<file path="src/rtl/mpad_pkg.sv">
package mpad_pkg;
  // Wishbone register offsets (byte addresses, one word each).
  localparam logic [7:0] REG_RNR = 8'h00;
  localparam logic [7:0] REG_RBAR = 8'h04;
  localparam logic [7:0] REG_RLAR = 8'h08;
  localparam logic [7:0] REG_ATTR_LO = 8'h0C;
  localparam logic [7:0] REG_ATTR_HI = 8'h10;
  localparam logic [7:0] REG_FAULT_STAT = 8'h14;
  localparam logic [7:0] REG_FAULT_ADDR = 8'h18;
  // Geometry.
  localparam int NUM_REGIONS = 8;
  localparam int REGION_IDX_W = 3;
  localparam int GRANULE_W = 5;
  localparam logic [4:0] LIMIT_FILL = 5'h1F;
  localparam logic [4:0] BASE_FILL = 5'h00;
  // Region register field positions.
  localparam int RB_SH_HI = 4;
  localparam int RB_SH_LO = 3;
  localparam int RB_AP_HI = 2;
  localparam int RB_AP_LO = 1;
  localparam int RB_XN = 0;
  localparam int RL_IDX_HI = 3;
  localparam int RL_IDX_LO = 1;
  localparam int RL_EN = 0;
  localparam logic [31:0] RBAR_MASK = 32'hFFFF_FFFF;
  localparam logic [31:0] RLAR_MASK = 32'hFFFF_FFEF;
  localparam logic [31:0] RNR_MASK = 32'h0000_00FF;
  // Attribute nibble encodings.
  localparam logic [3:0] NIB_DEVICE = 4'h0;
  localparam logic [3:0] NIB_NONCACHE = 4'h4;
  localparam logic [1:0] POL_WT_TRANS = 2'h0;
  localparam logic [1:0] POL_WB_TRANS = 2'h1;
  localparam logic [1:0] POL_WT_NONTRANS = 2'h2;
  localparam logic [1:0] POL_WB_NONTRANS = 2'h3;
  // Access permission encodings.
  localparam logic [1:0] AP_RW_PRIV = 2'h0;
  localparam logic [1:0] AP_RW_ANY = 2'h1;
  localparam logic [1:0] AP_RO_PRIV = 2'h2;
  localparam logic [1:0] AP_RO_ANY = 2'h3;
  // Shareability: outer shareable and inner shareable use the global monitor.
  localparam logic [1:0] SH_OUTER = 2'h2;
  localparam logic [1:0] SH_INNER = 2'h3;
  // Decoded memory class.
  typedef enum logic [1:0] {MPAD_NORMAL_NC, MPAD_NORMAL_WT, MPAD_NORMAL_WB, MPAD_DEVICE} mpad_mem_t;
endpackage

</file>
<file path="src/rtl/mpad_attr_decode.sv">
`timescale 1ns/1ps
`default_nettype none
module mpad_attr_decode (
  // Attribute byte in.
  input wire logic [7:0] attr_byte,
  // Decoded fields out.
  output logic is_device,
  output logic [1:0] device_order,
  output mpad_pkg::mpad_mem_t outer_type,
  output mpad_pkg::mpad_mem_t inner_type,
  output logic outer_transient,
  output logic inner_transient,
  output logic [1:0] outer_alloc,
  output logic [1:0] inner_alloc,
  output logic attr_unpredictable
);
  logic [3:0] outer_nib;
  logic [3:0] inner_nib;

  // Map one nibble to its normal-memory class; shared by both halves.
  function automatic mpad_pkg::mpad_mem_t nib_type(input logic [3:0] n);
    if (n == mpad_pkg::NIB_NONCACHE) return mpad_pkg::MPAD_NORMAL_NC;
    else if (n[3:2] == mpad_pkg::POL_WB_TRANS || n[3:2] == mpad_pkg::POL_WB_NONTRANS)
      return mpad_pkg::MPAD_NORMAL_WB;
    else return mpad_pkg::MPAD_NORMAL_WT;
  endfunction

  // Nibble split and decode.
  assign outer_nib = attr_byte[7:4];
  assign inner_nib = attr_byte[3:0];
  assign is_device = (outer_nib == mpad_pkg::NIB_DEVICE);
  assign device_order = attr_byte[3:2];
  assign outer_type = is_device ? mpad_pkg::MPAD_DEVICE : nib_type(outer_nib);
  assign inner_type = is_device ? mpad_pkg::MPAD_DEVICE : nib_type(inner_nib);
  assign outer_transient = !is_device && !outer_nib[3] && (outer_nib != mpad_pkg::NIB_NONCACHE);
  assign inner_transient = !is_device && !inner_nib[3] && (inner_nib != mpad_pkg::NIB_NONCACHE);
  // R bit is bit 1, W bit is bit 0; non-cacheable or device allocate nothing.
  assign outer_alloc = (outer_type == mpad_pkg::MPAD_NORMAL_NC || is_device) ? 2'h0 : outer_nib[1:0];
  assign inner_alloc = (inner_type == mpad_pkg::MPAD_NORMAL_NC || is_device) ? 2'h0 : inner_nib[1:0];
  // Inner zero under normal outer, or transient with both hints clear, is flagged.
  assign attr_unpredictable = (!is_device && inner_nib == 4'h0)
    || (outer_transient && outer_nib[1:0] == 2'h0) || (inner_transient && inner_nib[1:0] == 2'h0);
endmodule // mpad_attr_decode
`default_nettype wire

</file>
<file path="src/rtl/mpad_top.sv">
// The implementer's own choices: register access over Wishbone and the placing of the registers.
`timescale 1ns/1ps
`default_nettype none
// Function
// Upper attribute nibble zero selects device memory with ordering from lower bits.
// Upper nibble is outer policy; 0100 means outer non-cacheable.
// Outer top bits: WT transient, WB transient, WT, WB non-transient.
// Software avoids transient encodings whose allocation bits are both zero.
// Lower nibble is inner policy; 0000 under normal outer is unpredictable.
// Inner nibble 0100 means inner non-cacheable.
// Inner top bits carry the same four policies as outer.
// R bit is read-allocate, W bit write-allocate; one allocates.
// A permission violation raises a memory management fault, access not completed.
// Software writes region number, then base at +4, limit at +8.
// Software issues a barrier before changes affecting outstanding transfers.
// Software issues a barrier after changes that later transfers need.
// Data sync barrier then instruction sync barrier for immediate effect.
// Software masks interrupts while changing and disables unused regions.
// Flash advised non-shareable write-through, nibbles 1010.
// Internal SRAM shareable WT, external SRAM WB allocate 1111, peripherals device.
// Shareability picks global or only local exclusive monitor.
// Device byte bits three to two give gathering, reorder, early-ack type.
// Attribute byte n sits at bits 8n+7:8n of two indirection registers.
// Limit bound is stored limit bits with 0x1F appended.
// Base bound is stored base bits with low five bits zero.
// Decoded attributes accompany each check result in the same cycle.
// Fault marks exactly the faulting access and alters no region configuration.
module mpad_top (
  // Clock and reset.
  input wire logic clk_sys,
  input wire logic nrst,
  // Wishbone slave.
  input wire logic wb_cyc_i,
  input wire logic wb_stb_i,
  input wire logic wb_we_i,
  input wire logic [7:0] wb_adr_i,
  input wire logic [3:0] wb_sel_i,
  input wire logic [31:0] wb_dat_i,
  output logic [31:0] wb_dat_o,
  output logic wb_ack_o,
  // Access check request from the load/store path.
  input wire logic chk_valid,
  input wire logic [31:0] chk_addr,
  input wire logic chk_write,
  input wire logic chk_priv,
  input wire logic chk_exec,
  // Check result with decoded attributes.
  output logic res_valid,
  output logic res_fault,
  output logic res_hit,
  output logic [1:0] res_mem_type,
  output logic [1:0] res_inner_type,
  output logic [1:0] res_device_order,
  output logic [1:0] res_outer_alloc,
  output logic [1:0] res_inner_alloc,
  output logic res_transient,
  output logic res_global_monitor,
  output logic res_attr_unpredictable,
  // Memory management fault pulse.
  output logic memory_management_fault
);
  localparam int NR = mpad_pkg::NUM_REGIONS;
  // Full-width write mask for registers with no reserved bits.
  localparam logic [31:0] RBAR_ALL = mpad_pkg::RBAR_MASK;

  logic [7:0] region_number_select_r;
  logic [31:0] region_base_r [NR];
  logic [31:0] region_limit_r [NR];
  logic [31:0] attribute_indirection_low_r;
  logic [31:0] attribute_indirection_high_r;
  logic [31:0] fault_addr_r;
  logic fault_seen_r;
  logic [7:0] fault_count_r;
  logic wb_ack_r;
  logic [31:0] wb_dat_r;
  logic res_valid_r, res_fault_r, res_hit_r, res_transient_r, res_gmon_r, res_unp_r, mmf_r;
  logic [1:0] res_type_r, res_itype_r, res_order_r, res_oalloc_r, res_ialloc_r;

  // Byte-lane merge used by every writable register except the fault status, which any write clears.
  function automatic logic [31:0] lane_merge(input logic [31:0] old_v, input logic [31:0] new_v,
                                             input logic [3:0] sel, input logic [31:0] mask);
    logic [31:0] r;
    r = old_v;
    for (int b = 0; b < 4; b++)
      if (sel[b]) r[b*8 +: 8] = new_v[b*8 +: 8];
    return r & mask;
  endfunction

  // Bus decode.
  // The standing ack masks the request, so a held cycle is taken only once.
  wire bus_req = wb_cyc_i && wb_stb_i && !wb_ack_r;
  wire bus_wr = bus_req && wb_we_i;
  wire hit_rnr = (wb_adr_i == mpad_pkg::REG_RNR);
  wire hit_rbar = (wb_adr_i == mpad_pkg::REG_RBAR);
  wire hit_rlar = (wb_adr_i == mpad_pkg::REG_RLAR);
  wire hit_alo = (wb_adr_i == mpad_pkg::REG_ATTR_LO);
  wire hit_ahi = (wb_adr_i == mpad_pkg::REG_ATTR_HI);
  wire hit_fst = (wb_adr_i == mpad_pkg::REG_FAULT_STAT);
  wire hit_fad = (wb_adr_i == mpad_pkg::REG_FAULT_ADDR);
  wire [2:0] sel_region = region_number_select_r[mpad_pkg::REGION_IDX_W-1:0];
  wire region_impl = (region_number_select_r < 8'(NR));

  // Read mux; unmapped and unimplemented regions read zero.
  logic [31:0] rd_mux;
  always_comb
  begin
    rd_mux = 32'h0;
    if (hit_rnr)
      rd_mux = {24'h0, region_number_select_r};
    else if (hit_rbar && region_impl)
      rd_mux = region_base_r[sel_region];
    else if (hit_rlar && region_impl)
      rd_mux = region_limit_r[sel_region];
    else if (hit_alo)
      rd_mux = attribute_indirection_low_r;
    else if (hit_ahi)
      rd_mux = attribute_indirection_high_r;
    else if (hit_fst)
      rd_mux = {23'h0, fault_seen_r, fault_count_r};
    else if (hit_fad)
      rd_mux = fault_addr_r;
  end

  // Bus acknowledge and read data, one cycle after the request.
  always_ff @(posedge clk_sys)
  begin
    if (!nrst)
    begin
      wb_ack_r <= 1'b0;
      wb_dat_r <= 32'h0;
    end
    else
    begin
      wb_ack_r <= bus_req;
      wb_dat_r <= bus_req ? rd_mux : 32'h0;
    end
  end

  // Global registers written by software; check faults never touch them.
  always_ff @(posedge clk_sys)
  begin
    if (!nrst)
    begin
      region_number_select_r <= 8'h00;
      attribute_indirection_low_r <= 32'h0;
      attribute_indirection_high_r <= 32'h0;
    end
    else if (bus_wr)
    begin
      if (hit_rnr) region_number_select_r <= 8'(lane_merge({24'h0, region_number_select_r}, wb_dat_i,
                                                            wb_sel_i, mpad_pkg::RNR_MASK));
      if (hit_alo) attribute_indirection_low_r <= lane_merge(attribute_indirection_low_r, wb_dat_i,
                                                             wb_sel_i, RBAR_ALL);
      if (hit_ahi) attribute_indirection_high_r <= lane_merge(attribute_indirection_high_r, wb_dat_i,
                                                              wb_sel_i, RBAR_ALL);
    end
  end

  // Per-region match and permission logic, one slice per region.
  logic [NR-1:0] reg_match;
  logic [NR-1:0] reg_deny;
  genvar g;
  generate
    for (g = 0; g < NR; g++)
    begin : g_region
      wire [31:0] lo_bound = {region_base_r[g][31:mpad_pkg::GRANULE_W], mpad_pkg::BASE_FILL};
      wire [31:0] hi_bound = {region_limit_r[g][31:mpad_pkg::GRANULE_W], mpad_pkg::LIMIT_FILL};
      wire [1:0] ap = region_base_r[g][mpad_pkg::RB_AP_HI:mpad_pkg::RB_AP_LO];
      wire ro = (ap == mpad_pkg::AP_RO_PRIV) || (ap == mpad_pkg::AP_RO_ANY);
      wire priv_only = (ap == mpad_pkg::AP_RW_PRIV) || (ap == mpad_pkg::AP_RO_PRIV);
      assign reg_match[g] = region_limit_r[g][mpad_pkg::RL_EN] && chk_addr >= lo_bound && chk_addr <= hi_bound;
      assign reg_deny[g] = (priv_only && !chk_priv) || (ro && chk_write)
        || (chk_exec && region_base_r[g][mpad_pkg::RB_XN]);

      // Region storage reached through the region number select.
      always_ff @(posedge clk_sys)
      begin
        if (!nrst)
        begin
          region_base_r[g] <= 32'h0;
          region_limit_r[g] <= 32'h0;
        end
        else if (bus_wr && region_impl && sel_region == 3'(g))
        begin
          if (hit_rbar) region_base_r[g] <= lane_merge(region_base_r[g], wb_dat_i, wb_sel_i, RBAR_ALL);
          if (hit_rlar) region_limit_r[g] <= lane_merge(region_limit_r[g], wb_dat_i, wb_sel_i,
                                                        mpad_pkg::RLAR_MASK);
        end
      end
    end
  endgenerate

  // Lowest-numbered matching region wins; multiple hits are resolved by priority.
  logic [2:0] win_idx;
  always_comb
  begin
    win_idx = 3'h0;
    for (int i = NR - 1; i >= 0; i--)
      if (reg_match[i]) win_idx = 3'(i);
  end
  wire any_hit = |reg_match;
  wire [2:0] attr_idx = region_limit_r[win_idx][mpad_pkg::RL_IDX_HI:mpad_pkg::RL_IDX_LO];
  wire [63:0] attr_all = {attribute_indirection_high_r, attribute_indirection_low_r};
  wire [7:0] memory_attribute_byte = attr_all[{attr_idx, 3'h0} +: 8];
  wire [1:0] win_sh = region_base_r[win_idx][mpad_pkg::RB_SH_HI:mpad_pkg::RB_SH_LO];

  // No background region: a miss or a denied hit both fault.
  wire chk_fault = chk_valid && (!any_hit || reg_deny[win_idx]);
  // Faults feed only the result and capture registers; region storage never sees them.

  // Attribute decode of the byte that the winning region selects.
  logic is_dev;
  logic [1:0] dev_order, o_alloc, i_alloc;
  mpad_pkg::mpad_mem_t o_type, i_type;
  logic o_trans, i_trans, attr_unp;
  mpad_attr_decode u_dec (
    .attr_byte(memory_attribute_byte),
    .is_device(is_dev),
    .device_order(dev_order),
    .outer_type(o_type),
    .inner_type(i_type),
    .outer_transient(o_trans),
    .inner_transient(i_trans),
    .outer_alloc(o_alloc),
    .inner_alloc(i_alloc),
    .attr_unpredictable(attr_unp)
  );

  // Device memory is always shared; normal memory follows the region field.
  wire gmon = is_dev || win_sh == mpad_pkg::SH_OUTER || win_sh == mpad_pkg::SH_INNER;

  // Registered check result, one cycle after the request.
  always_ff @(posedge clk_sys)
  begin
    if (!nrst)
    begin
      res_valid_r <= 1'b0;
      res_fault_r <= 1'b0;
      res_hit_r <= 1'b0;
      res_type_r <= 2'h0;
      res_itype_r <= 2'h0;
      res_order_r <= 2'h0;
      res_oalloc_r <= 2'h0;
      res_ialloc_r <= 2'h0;
      res_transient_r <= 1'b0;
      res_gmon_r <= 1'b0;
      res_unp_r <= 1'b0;
      mmf_r <= 1'b0;
    end
    else
    begin
      res_valid_r <= chk_valid;
      res_fault_r <= chk_fault;
      mmf_r <= chk_fault;
      res_hit_r <= chk_valid && any_hit;
      res_type_r <= o_type;
      res_itype_r <= i_type;
      res_order_r <= is_dev ? dev_order : 2'h0;
      res_oalloc_r <= o_alloc;
      res_ialloc_r <= i_alloc;
      res_transient_r <= o_trans || i_trans;
      res_gmon_r <= gmon;
      res_unp_r <= attr_unp;
    end
  end

  // Fault capture for software; set wins over the clearing write.
  wire clr_fault = bus_wr && hit_fst;
  // The count wraps to zero on the 256th fault; any write to the status register clears it.
  always_ff @(posedge clk_sys)
  begin
    if (!nrst)
    begin
      fault_seen_r <= 1'b0;
      fault_count_r <= 8'h00;
      fault_addr_r <= 32'h0;
    end
    else
    begin
      fault_seen_r <= chk_fault ? 1'b1 : (clr_fault ? 1'b0 : fault_seen_r);
      fault_count_r <= chk_fault ? fault_count_r + 8'h01 : (clr_fault ? 8'h00 : fault_count_r);
      if (chk_fault) fault_addr_r <= chk_addr;
    end
  end

  // Outputs straight from flip-flops.
  assign wb_ack_o = wb_ack_r;
  assign wb_dat_o = wb_dat_r;
  assign res_valid = res_valid_r;
  assign res_fault = res_fault_r;
  assign res_hit = res_hit_r;
  assign res_mem_type = res_type_r;
  assign res_inner_type = res_itype_r;
  assign res_device_order = res_order_r;
  assign res_outer_alloc = res_oalloc_r;
  assign res_inner_alloc = res_ialloc_r;
  assign res_transient = res_transient_r;
  assign res_global_monitor = res_gmon_r;
  assign res_attr_unpredictable = res_unp_r;
  assign memory_management_fault = mmf_r;
endmodule // mpad_top
`default_nettype wire

</file>
<file path="config.mk">
export PLATFORM = sky130hd
export DESIGN_NAME = mpad_top
export DESIGN_NICKNAME = d
export VERILOG_FILES = /design/src/rtl/mpad_pkg.sv /design/src/rtl/mpad_attr_decode.sv /design/src/rtl/mpad_top.sv
export SDC_FILE = /design/constraint.sdc
export NUM_CORES = 2
export LEC_CHECK = 0
export BUFFER_PORTS_ARGS = -buffer_cell sky130_fd_sc_hd__buf_2
export CORE_MARGIN = 3
export CORE_UTILIZATION = 25
export DETAILED_ROUTE_END_ITERATION = 10
export MAX_ROUTING_LAYER = met4
export PLACE_DENSITY = 0.38
export SLEW_MARGIN = 20
export SYNTH_ARGS = -nofsm -noshare
export SYNTH_HDL_FRONTEND = slang
export SYNTH_SLANG_ARGS = --single-unit
export TNS_END_PERCENT = 30
</file>
<file path="constraint.sdc">
create_clock -name clk_sys -period 13.3 [get_ports clk_sys]
set_clock_uncertainty 0.05 [all_clocks]
set_input_delay 0.665 -clock clk_sys [delete_from_list [all_inputs] [get_ports clk_sys]]
set_output_delay 0.665 -clock clk_sys [all_outputs]
set_load 0.01 [all_outputs]
</file>
==> results.yml <==
outcome:
  status: "finished clean"
floorplanning:
  pin_count: 135
  initial_utilization_pct: 25.2
  dieHeight_um: 415
  core-area_mm2: 0.166
  std_cell_rows: 149
  dieArea_mm2: 0.172
  die_x_um: 415
logic_synthesis:
  ys_warn_count: 0
  netlist_area_mm2: 0.0418
  synthFlopType: "edfxtp_1"
  ys_ff_latch: 669
  synth_cell_types: 90
  synth_cells: 3944
  seq_area_frac_synth_pct: 44.1
  synth-edff-count: 504
  synth.avg_cell_area_um2: 10.6
  async_flop_share_pct: 0
  syn_nets: 4462
run:
  drv_cap: 0
clock_tree:
  root_buffer: "clkbuf_16"
  cts_hold_buffers: 0
  htreeDepth: 3
  post_cts_buffers: 0
  insertion_delay_ns: 0.69
  cts_max_path_buffers: 3
  cts_buffers: 83
  clkSinkCount: 669
  cts_tree: "built"
  clk_pin_slew_ns: 0.06
  ctsResizeCount: 0
setup_path:
  startpoint_type: "flop"
  end_kind: "flop"
  worstPathArrival_ns: 7.93
  critPathKind: "reg -> reg"
  reg2reg_setup_slack_ns: 5.91
  critical_path.max_fanout: 23
  crit_required_ns: 13.84
final_layout:
  drive_gt1_share_pct: 12.4
  layout_commonest_cell: "edfxtp_1"
  final_nets: 4532
  syn_to_final_growth_pct: 13.9
  layout_common_cells: "edfxtp_1, and2_1, inv_1"
hold_path:
  hold_path.class: "in -> reg"
global_route:
  grt_pass1_wl_um: 239000
  antenna_found_initial: 20
  grt_pass1_vias: 30500
  grt-ovfl-total: 0
  grt_max_degree: 76
  grt_use_total_pct: 19.8
power:
  power.leakage_nw: 19.2
  p_sw_share_pct: 29.0
  vdd_ir_drop_max_uv: 85.6
  powerDensity_mw_per_mm2: 114
  pwr-share-seq_pct: 43.9
  intPower_mw: 3.85
  switchingPower_mw: 1.57
  clock_power_share_pct: 41.8
  p_comb_share_pct: 14.3
sta:
  worst_slack_ns: 5.91
  drv_slew: 0
  period_share_pct: 55.6
  rsz0062_at_grt: "no"
  finalSetupTns_ns: 0
  setup_violations: 0
  fin_crit_ns: 7.39
  tightest_slew_ns: 1.24
  slew_headroom_pct: 16.7
  hold_viol_final: 0
  fmax_mhz: 135
routing:
  drt_iter0_markers: 2783
  via_count: 30900
  ant_nets: 0
  vias_per_cell: 4.93
  drt-wirelength-per-cell_um: 26.9
  finalWirelength_um: 169000
  firstDrtPassIters: 9
  drc: 0
placement:
  portBuffers: 134
  dp_slack_ns: 5.49
  gp_congestion: 0.899
  dp_hpwl_um: 126000
## logic make-up after synthesis
kind of cell	Yosys count	synth area share, %
compound gates	615	9.82
simple gates	1290	16.4
mux	290	10.8
flops	669	44.1
fa+ha+maj	433	13.0
buf+inv	647	5.90
## path summary, 6_finish.rpt
check                                       start                         endpoint  cells past startpoint
hold reg to reg   attribute_indirection_low_r[11]  attribute_indirection_low_r[11]                      2
setup reg to reg            region_limit_r[3][29]           res_attr_unpredictable                     15
setup / recovery            region_limit_r[3][29]           res_attr_unpredictable                     15
hold / removal                        chk_addr[3]                  fault_addr_r[3]                      3
## sequential cells by signal, summed over array words and instances, names as in the netlist, 2 cells and up, named ones only
name	cells
res_device_order	2
region_base_r	256
wb_dat_o	32
attribute_indirection_high_r	32
attribute_indirection_low_r	32
res_outer_alloc	2
res_mem_type	2
fault_count_r	8
fault_addr_r	32
region_number_select_r	8
res_inner_alloc	2
res_inner_type	2
region_limit_r	248
## per-layer routing
| metal | part of all wire [%] | vias up | wire length (um) | track usage, % |
|---|---|---|---|---|
| met1 | 47 | 15500 | 79300 | 27.2 |
| met3 | 4.2 | 182 | 7090 | 2.30 |
| met2 | 47 | 795 | 78600 | 31.4 |
| met5 | 0 | - | 0 | - |
| li1 | - | 14400 | - | - |
| met4 | 2.3 | 0 | 3960 | 4.32 |
## cells in the mapped netlist, drive strengths merged, types with 78 or more instances
library cell / number / area, um^2
and3: 78 / 488
nand3: 85 / 425
o21ai: 104 / 524
edfxtp: 504 / 15100
and2: 456 / 2850
a21oi: 226 / 1130
clkbuf: 165 / 619
mux4: 126 / 2840
ha: 433 / 5420
inv: 451 / 1690
dfxtp: 165 / 3300
nand2: 264 / 998
mux2i: 131 / 1310
nand4: 79 / 509
nor2: 202 / 761
## power groups by stage
| stage | Clock [mW] | Sequential (mW) | Combinational, mW |
|---|---|---|---|
| after detailed placement | 0 | 2.42 | 0.768 |
| final | 2.27 | 2.38 | 0.773 |
| after global routing | 2.41 | 2.39 | 0.845 |
| after global placement | 0 | 2.42 | 0.768 |
| after floorplan | 0 | 2.40 | 0.451 |
| after CTS | 2.33 | 2.38 | 0.771 |
## metrics by stage
step	total power, mW	cell area, um^2	hold WS (ns)	util, %	cells
6_report	5.42	47600	0.195	28.8	6271
4_1_cts	5.48	47600	0.135	28.7	6268
2_1_floorplan	2.85	41800	0.394	-	3944
5_1_grt	5.64	47600	0.168	28.8	6268
3_5_place_dp	3.19	45000	0.419	27.2	6118
3_3_place_gp	3.19	45000	0.414	27.2	6118
## final cells by class
class	instances	area [um^2]
fill	17300	118000
multi-input combinational	2628	21000
sequential	669	18400
tap	2189	2740
clock buffer	114	2310
inverter	451	1700
timing repair buffer	181	1040
clock inverter	36	323
antenna	3	7.51
## worst max-delay path: stages (launching register included)
cell and delay, ns:
edfxtp_1 0.36, inv_1 0.06, ha_1 0.31, nand4_1 0.26, nor4b_1 0.82, nand4_1 0.50
o221a_2 0.47, o22ai_1 0.60, o21ai_0 0.27, o211ai_2 0.53, a221o_1 0.77, nand2_4 0.42
a2111oi_0 0.95, a2111o_1 0.33, nand4_4 0.25, and4bb_1 0.28
(Power assumes the default switching activity.)
